--- config.mk ---
export PLATFORM = sky130hd
export DESIGN_NAME = hbm_host_port
export DESIGN_NICKNAME = d
export VERILOG_FILES = /design/src/rtl/hbm_pkg.sv /design/src/rtl/hbm_sync.sv /design/src/rtl/hbm_host_port.sv
export SDC_FILE = /design/constraint.sdc
export NUM_CORES = 1
export LEC_CHECK = 0
export BUFFER_PORTS_ARGS = -buffer_cell sky130_fd_sc_hd__buf_2
export CORE_ASPECT_RATIO = 1.25
export CORE_MARGIN = 5
export CORE_UTILIZATION = 40
export CTS_CLUSTER_SIZE = 8
export DETAILED_ROUTE_END_ITERATION = 16
export PLACE_DENSITY = 0.74
export SYNTH_ARGS = -nofsm -noshare
export SYNTH_HDL_FRONTEND = slang
export SYNTH_SLANG_ARGS = --single-unit
export TNS_END_PERCENT = 20
--- constraint.sdc ---
create_clock -name clk -period 1.75 [get_ports clk]
set_input_delay 0 -clock clk [delete_from_list [all_inputs] [get_ports clk]]
set_output_delay 0 -clock clk [all_outputs]
set_load 0.01 [all_outputs]
--- src/rtl/hbm_pkg.sv ---
// Package with mode codes, widths, reset values and states of the host bus front end.
package hbm_pkg;
	localparam int ADDR_W = 10;
	localparam int DATA_W = 8;
	localparam int WIN_W = 2;
	localparam int SYNC_W = 3;
	// Positions of the strobes inside the synchroniser vector.
	localparam int SYNC_RD = 0;
	localparam int SYNC_WR = 1;
	localparam int SYNC_ALE = 2;
	// Configuration codes on the mode pins.
	localparam logic [1:0] MODE_EXT_SEL = 2'h0;
	localparam logic [1:0] MODE_INT_DEC = 2'h1;
	// The decoder matches when every address bit above the window field is zero.
	localparam logic [ADDR_W-WIN_W-1:0] DEC_MATCH = 8'h00;
	localparam logic [DATA_W-1:0] ADDR_LO_RST = 8'h00;
	localparam logic [DATA_W-1:0] DATA_RST = 8'h00;
	localparam logic [ADDR_W-1:0] ADDR_RST = 10'h000;
	localparam logic [SYNC_W-1:0] SYNC_RST = 3'h7;
	// Core clock must be at least this multiple of the host bus clock.
	localparam int CLK_RATIO_MIN = 4;
	localparam int CLK_MHZ = 125;
	typedef enum logic [1:0] {
		ST_IDLE = 2'b00,
		ST_BUSY = 2'b01,
		ST_HOLD = 2'b10
	} hbm_state_t;
endpackage : hbm_pkg

--- src/rtl/hbm_sync.sv ---
// Two-flop synchroniser for the host strobes, with a third stage kept for edge detection.
`timescale 1ns/1ps
module hbm_sync #(
	parameter int W = 1,
	parameter logic [W-1:0] RST_VAL = '1
) (
	input wire logic clk,
	input wire logic rst_n,
	input wire logic [W-1:0] din,
	output logic [W-1:0] dout,
	output logic [W-1:0] dout_prev
);
	logic [W-1:0] meta_r;
	logic [W-1:0] meta_nxt;
	logic [W-1:0] dout_r;
	logic [W-1:0] dout_nxt;
	logic [W-1:0] prev_r;
	logic [W-1:0] prev_nxt;

	// The first stage feeds only the second one, so edges are judged on settled values.
	always_comb begin
		meta_nxt = din;
		dout_nxt = meta_r;
		prev_nxt = dout_r;
	end

	always_ff @(posedge clk or negedge rst_n) begin
		if (!rst_n) begin
			meta_r <= RST_VAL;
			dout_r <= RST_VAL;
			prev_r <= RST_VAL;
		end else begin
			meta_r <= meta_nxt;
			dout_r <= dout_nxt;
			prev_r <= prev_nxt;
		end
	end

	assign dout = dout_r;
	assign dout_prev = prev_r;
endmodule : hbm_sync

--- src/rtl/hbm_host_port.sv ---
// Host bus front end: mode select, address latch, internal decoder, request and ready handshake.
// Operation
// - Multiplexed mode latches low address byte from shared bus on the address strobe.
// - Multiplexed mode decodes select from latched low byte plus two upper pins.
// - Access window chosen by the two lowest address bits only.
// - Asynchronous mode drives active-low ready per access; host waits for it.
// - Asynchronous mode uses separate eight data and ten address lines, no strobe latch.
// - Code zero-zero disables internal decoder; external active-low select qualifies accesses.
// - Code zero-one: synchronized falling read/write edge requests only under internal select.
// - Code zero-zero: synchronized falling read/write edge requests under external select.
`timescale 1ns/1ps
module hbm_host_port (
	input wire logic clk,
	input wire logic rst_n,
	input wire logic [1:0] mode_cfg,
	input wire logic async_host_mode_bit,
	input wire logic [hbm_pkg::DATA_W-1:0] data_bus_pins_i,
	input wire logic [hbm_pkg::ADDR_W-1:0] address_bus_pins,
	input wire logic ale,
	input wire logic chip_select_n_pin,
	input wire logic read_strobe_n,
	input wire logic write_strobe_n,
	input wire logic ram_done,
	input wire logic [hbm_pkg::DATA_W-1:0] ram_rdata,
	output logic [hbm_pkg::DATA_W-1:0] data_bus_pins_o,
	output logic data_bus_pins_oe_n,
	output logic wait_ack_n,
	output logic req_valid,
	output logic req_write,
	output logic [hbm_pkg::ADDR_W-1:0] req_addr,
	output logic [hbm_pkg::WIN_W-1:0] req_window,
	output logic [hbm_pkg::DATA_W-1:0] req_wdata
);
	logic [hbm_pkg::SYNC_W-1:0] strb_s;
	logic [hbm_pkg::SYNC_W-1:0] strb_p;
	logic rd_fall;
	logic wr_fall;
	logic strb_idle;
	logic mode_dec;
	logic mode_ext;
	logic [hbm_pkg::ADDR_W-1:0] cur_addr;
	logic sel;
	hbm_pkg::hbm_state_t st_r;
	hbm_pkg::hbm_state_t st_nxt;
	logic [hbm_pkg::DATA_W-1:0] addr_lo_r;
	logic [hbm_pkg::DATA_W-1:0] addr_lo_nxt;
	logic [hbm_pkg::DATA_W-1:0] dout_r;
	logic [hbm_pkg::DATA_W-1:0] dout_nxt;
	logic oe_n_r;
	logic oe_n_nxt;
	logic rdy_n_r;
	logic rdy_n_nxt;
	logic rv_r;
	logic rv_nxt;
	logic rw_r;
	logic rw_nxt;
	logic [hbm_pkg::ADDR_W-1:0] ra_r;
	logic [hbm_pkg::ADDR_W-1:0] ra_nxt;
	logic [hbm_pkg::DATA_W-1:0] rd_r;
	logic [hbm_pkg::DATA_W-1:0] rd_nxt;

	// Strobes are resynchronised; this only works if the core clock outruns the bus clock.
	hbm_sync #(
		.W(hbm_pkg::SYNC_W),
		.RST_VAL(hbm_pkg::SYNC_RST)
	) u_sync (
		.clk(clk),
		.rst_n(rst_n),
		.din({ale, write_strobe_n, read_strobe_n}),
		.dout(strb_s),
		.dout_prev(strb_p)
	);

	// Edge detection and select qualification per configuration code.
	always_comb begin
		rd_fall = strb_p[hbm_pkg::SYNC_RD] && !strb_s[hbm_pkg::SYNC_RD];
		wr_fall = strb_p[hbm_pkg::SYNC_WR] && !strb_s[hbm_pkg::SYNC_WR];
		strb_idle = strb_s[hbm_pkg::SYNC_RD] && strb_s[hbm_pkg::SYNC_WR];
		mode_dec = (mode_cfg == hbm_pkg::MODE_INT_DEC);
		mode_ext = (mode_cfg == hbm_pkg::MODE_EXT_SEL);
		// Upper two pins join the latched low byte; separate bus uses all ten pins.
		cur_addr = mode_dec ? {address_bus_pins[9:8], addr_lo_r} : address_bus_pins;
		// Decoder ignores the external pin; external mode ignores the decoder.
		sel = (mode_dec && (cur_addr[hbm_pkg::ADDR_W-1:hbm_pkg::WIN_W] == hbm_pkg::DEC_MATCH))
			|| (mode_ext && !chip_select_n_pin);
	end

	// Address latch follows the shared bus while the strobe is high, freezes on its fall.
	always_comb begin
		addr_lo_nxt = addr_lo_r;
		if (mode_dec && ale) begin
			addr_lo_nxt = data_bus_pins_i;
		end
	end

	// Access sequencer: request, wait for memory, then hold until both strobes return high.
	always_comb begin
		st_nxt = st_r;
		dout_nxt = dout_r;
		oe_n_nxt = oe_n_r;
		rdy_n_nxt = rdy_n_r;
		rv_nxt = 1'b0;
		rw_nxt = rw_r;
		ra_nxt = ra_r;
		rd_nxt = rd_r;
		unique case (st_r)
			hbm_pkg::ST_IDLE: begin
				oe_n_nxt = 1'b1;
				rdy_n_nxt = 1'b1;
				if ((rd_fall || wr_fall) && sel) begin
					st_nxt = hbm_pkg::ST_BUSY;
					rv_nxt = 1'b1;
					rw_nxt = wr_fall;
					ra_nxt = cur_addr;
					rd_nxt = data_bus_pins_i;
				end
			end
			hbm_pkg::ST_BUSY: begin
				if (ram_done) begin
					st_nxt = hbm_pkg::ST_HOLD;
					dout_nxt = rw_r ? dout_r : ram_rdata;
					oe_n_nxt = rw_r;
					// Ready goes low only in the separate-bus handshake mode.
					rdy_n_nxt = !(mode_ext && async_host_mode_bit);
				end
			end
			hbm_pkg::ST_HOLD: begin
				// Ready stays low until the host ends its cycle, so no answer is lost.
				if (strb_idle) begin
					st_nxt = hbm_pkg::ST_IDLE;
					oe_n_nxt = 1'b1;
					rdy_n_nxt = 1'b1;
				end
			end
			default: begin
				st_nxt = hbm_pkg::ST_IDLE;
				oe_n_nxt = 1'b1;
				rdy_n_nxt = 1'b1;
			end
		endcase
	end

	always_ff @(posedge clk or negedge rst_n) begin
		if (!rst_n) begin
			st_r <= hbm_pkg::ST_IDLE;
			addr_lo_r <= hbm_pkg::ADDR_LO_RST;
			dout_r <= hbm_pkg::DATA_RST;
			oe_n_r <= 1'b1;
			rdy_n_r <= 1'b1;
			rv_r <= 1'b0;
			rw_r <= 1'b0;
			ra_r <= hbm_pkg::ADDR_RST;
			rd_r <= hbm_pkg::DATA_RST;
		end else begin
			st_r <= st_nxt;
			addr_lo_r <= addr_lo_nxt;
			dout_r <= dout_nxt;
			oe_n_r <= oe_n_nxt;
			rdy_n_r <= rdy_n_nxt;
			rv_r <= rv_nxt;
			rw_r <= rw_nxt;
			ra_r <= ra_nxt;
			rd_r <= rd_nxt;
		end
	end

	assign data_bus_pins_o = dout_r;
	assign data_bus_pins_oe_n = oe_n_r;
	assign wait_ack_n = rdy_n_r;
	assign req_valid = rv_r;
	assign req_write = rw_r;
	assign req_addr = ra_r;
	assign req_window = ra_r[hbm_pkg::WIN_W-1:0];
	assign req_wdata = rd_r;

	// Checks on the sequencer and its pins.
	AST_REQ_DEC: assert property (@(posedge clk) disable iff (!rst_n)
		(st_r == hbm_pkg::ST_IDLE && rd_fall && mode_dec && sel) |=> req_valid && !req_write)
		else $error("read edge under decoder select gave no request");
	AST_NO_REQ_UNSEL: assert property (@(posedge clk) disable iff (!rst_n)
		(!sel) |=> !req_valid)
		else $error("request issued without select");
	AST_DEC_ADDR: assert property (@(posedge clk) disable iff (!rst_n)
		(req_valid && mode_dec) |-> req_addr[hbm_pkg::ADDR_W-1:hbm_pkg::WIN_W] == hbm_pkg::DEC_MATCH)
		else $error("decoder selected a nonzero upper address");
	AST_WINDOW: assert property (@(posedge clk) disable iff (!rst_n)
		req_valid |-> req_window == req_addr[1:0])
		else $error("window not taken from low address bits");
	AST_LATCH: assert property (@(posedge clk) disable iff (!rst_n)
		(mode_dec && ale) |=> addr_lo_r == $past(data_bus_pins_i))
		else $error("low address not latched from shared bus");
	AST_EXT_IGNORED: assert property (@(posedge clk) disable iff (!rst_n)
		(st_r == hbm_pkg::ST_IDLE && wr_fall && mode_dec && sel && chip_select_n_pin) |=> req_valid)
		else $error("external select pin blocked a decoded access");
	AST_READY: assert property (@(posedge clk) disable iff (!rst_n)
		(st_r == hbm_pkg::ST_BUSY && ram_done && mode_ext && async_host_mode_bit) |=> !wait_ack_n)
		else $error("ready not given after memory answer");
	AST_READY_HOLD: assert property (@(posedge clk) disable iff (!rst_n)
		(!wait_ack_n && !strb_idle) |=> !wait_ack_n)
		else $error("ready dropped before the host ended its cycle");
	AST_SEP_ADDR: assert property (@(posedge clk) disable iff (!rst_n)
		(st_r == hbm_pkg::ST_IDLE && (rd_fall || wr_fall) && sel && mode_ext)
		|=> req_addr == $past(address_bus_pins))
		else $error("separate address pins not taken directly");
	COV_DEC_READ: cover property (@(posedge clk) disable iff (!rst_n) req_valid && !req_write && mode_dec);
	COV_EXT_WRITE: cover property (@(posedge clk) disable iff (!rst_n) req_valid && req_write && mode_ext);
	COV_READY: cover property (@(posedge clk) disable iff (!rst_n) $fell(wait_ack_n));
endmodule : hbm_host_port

==> flow_metrics.tcl <==
set metrics [dict create \
    pwr-share-seq_pct 46.3 \
    whs_path_depth 3 \
    drive_gt1_share_pct 65.14 \
    hp-class "in -> reg" \
    cts_buffers 5 \
    cts_sinks 46 \
    wirelength_mm 4.177 \
    combPwrFrac_pct 29.5 \
    hp-start "async_host_mode_bit" \
    criticalPathCategory "reg -> reg" \
    drv_slew 0 \
    drcViolationCount 0 \
    setup_viol 1 \
    grt_pass1_vias 1406 \
    gr-usage-all-layers_pct 14.11 \
    cts_max_path_buffers 2 \
    slew_headroom_pct 75.04 \
    grt_overflow 0 \
    cts_tree "built" \
    diodes 0 \
    routedWlPerCell_um 15.03 \
    fillers 388 \
    htreeDepth 2 \
    power_frac_clock_pct 24.1 \
    internal_power_mw 2.416 \
    syn-num-nets 153 \
    cp_data_arrival_time_ns 1.94 \
    cp-end-kind "flop" \
    multiInputGateArea_um2 742.0 \
    grt_max_degree 18 \
    final_common_cell "buf_2" \
    required_ns 1.93 \
    vias_per_cell 4.691 \
    swShare_pct 27.39 \
    power_density_nw_per_um2 1219 \
    min_to "wait_ack_n" \
    regArea_um2 1161 \
    yosys_warnings 0 \
    ys_types 23 \
    highest_layer "met4" \
    r2r-end "req_wdata[1]" \
    fp.dieW_um 72.10 \
    rrSetupSlack_ns -0.01 \
    period_minus_slack_ns 1.760 \
    power_mw 3.327 \
    status "finished with violations" \
    root_buffer "clkbuf_8" \
    maxCapViolCount 0 \
    place.gp.congestion 0.7258 \
    r2r_cells 5 \
    wl_met3_um 274 \
    ir_worst_vdd_v 0.0008056 \
    syn2layout_area_growth_pct 41.53 \
    io_pins 68 \
    path_buf_inv 1 \
    whs_ns 0.04000 \
    violations "setup timing" \
    place_inst 247 \
    synth_area_um2 1928 \
    rows 28 \
    grt_pass1_wl_mm 6.817 \
    timing.rr.start "addr_lo_r[5]" \
    slowest_delay_ns 0.40 \
    grt_setup_unrepaired "yes" \
    drt-initial-drc-count 22 \
    tightest_slew_ns 0.3734 \
    start_util_pct 41.07 \
    antenna_left 0 \
    dp_hpwl_mm 2.971 \
    skew_ns 0.007049 \
    die_area_um2 6318 \
    synth_seq_area_share_pct 60.22 \
    leakage_nw 1.289 \
    fmax_mhz 568.2 \
    vias 1304 \
    layout.cells.non_filler 278 \
    ys_ff_latch 46 \
    p_switching_mw 0.9114 \
    die_height_um 87.63 \
    finish.net_count 253 \
    finalCritPeriodShare_pct 100.6 \
    setup_ws_ns -0.01008 \
    finalHoldViolations 0 \
    antenna_found_initial 0 \
    mostFrequentLayoutCells "buf_2 (67), dfrtp_1 (38), mux2_2 (26)" \
    critPathLaunchType "flop" \
    numPortBuffers 67 \
    met2_length_mm 2.050 \
    setup_tns_ns -0.01008 \
    first_pass_iters 2 \
    crit_chain "nor4_2 -> a31oi_2 -> nor4_4 -> buf_4 -> mux2_2" \
    clk_pin_slew_ns 0.09 \
    synth.avg_cell_area_um2 16.48 \
    netlist_instances 117 \
    clock_latency_ns 0.29 \
    worstPathMaxFanout 5 \
    critPathTopFamily "simple AND/OR/NAND/NOR gates" \
    wl_met1_mm 1.814 \
    coreArea_um2 4695 \
    slowest_stage "dfrtp_1" \
]
==> cell type report <==
type | instances | share of cell area, %
sequential | 46 | 42.55
multi-input combinational | 65 | 27.19
timing repair buffer | 98 | 23.11
clock buffer | 7 | 3.164
tap | 60 | 2.751
clock inverter | 1 | 1.100
inverter | 1 | 0.1376
==> tightest hold or removal path, cell delays in order <==
cell and delay, ns:
buf_2 0.10, nand3_1 0.06, mux2_2 0.15
==> cells by family (layout without fill, tap and decap cells) <==
logic type	count (synthesis)	in the layout	synth area share (%)
muxes	44	44	29.20
DFF	46	46	60.22
buffers and inverters	6	107	2.725
AOI/OAI and AO/OA	5	5	1.882
and+or+nand+nor	16	16	5.969
==> cells in the mapped netlist, drive strengths merged <==
cell | instances | area, µm²
nand3b | 1 | 7.510
mux2 | 44 | 563.0
nor3b | 1 | 12.51
nor4 | 3 | 33.78
nand2 | 4 | 15.01
nor2 | 1 | 3.750
o21ba | 1 | 10.01
nand2b | 1 | 6.260
nand3 | 1 | 5.000
nor3 | 1 | 5.000
inv | 1 | 3.750
o21a | 1 | 7.510
buf | 5 | 48.79
a31oi | 1 | 6.260
dfstp | 8 | 210.2
a21oi | 1 | 5.000
dfrtp | 38 | 950.9
o21bai | 1 | 7.510
nor2b | 3 | 26.27
==> metrics by stage <==
stage / util, % / area (µm²) / setup WS (ns)
after floorplan: - / 1928 / 0.1148
after global placement: 50.05 / 2350 / -0.01988
after detailed placement: 50.05 / 2350 / -0.03309
after CTS: 57.44 / 2696 / -0.02319
after global routing: 58.13 / 2729 / -0.1141
final: 58.13 / 2729 / -0.01008
==> flip-flops by register name, summed over array words and instances (netlist names) <==
name	cells
st_r	2
req_addr	10
u_sync.dout_prev	2
u_sync.dout_nxt	2
data_bus_pins_oe_n	1
wait_ack_n	1
req_wdata	8
data_bus_pins_o	8
u_sync.dout	2
req_valid	1
addr_lo_r	8
req_write	1
==> metal layers <==
layer | vias to the layer above | GRT usage (%)
met1 | 643 | 17.83
li1 | 612 | -
met4 | 0 | 4.103
met5 | - | 0
met2 | 45 | 23.12
met3 | 4 | 4.592
==> power by group through the flow <==
stage / registers, mW / logic (mW) / clock network (mW)
6_report: 1.54 / 0.982 / 0.804
5_1_grt: 1.59 / 1.06 / 0.882
4_1_cts: 1.54 / 0.980 / 0.825
3_5_place_dp: 1.55 / 0.942 / 0
3_3_place_gp: 1.55 / 0.919 / 0
2_1_floorplan: 1.66 / 0.435 / 0
==> worst max-delay path by stage <==
stage / startpoint / to / slack (ns) / depth (start not counted)
2_1_floorplan: u_sync.dout_prev[1] / req_addr[0] / 0.11 / 5
3_3_place_gp: addr_lo_r[5] / req_addr[6] / -0.02 / 5
3_5_place_dp: addr_lo_r[5] / req_addr[6] / -0.03 / 5
4_1_cts: addr_lo_r[2] / req_wdata[3] / -0.02 / 5
5_1_grt: addr_lo_r[5] / req_wdata[1] / -0.11 / 5
6_report: addr_lo_r[5] / req_wdata[1] / -0.01 / 5
==> timing repair <==
item / in CTS / in global routing
setup endpoints to repair: 16 / 19
cloned: 0 / 0
hold endpoints to repair: 75 / 0
buffers inserted: 0 / 1
resized for setup: 2 / 4
hold buffers: 22 / 0
No activity file was read; power rests on OpenSTA's default activity.
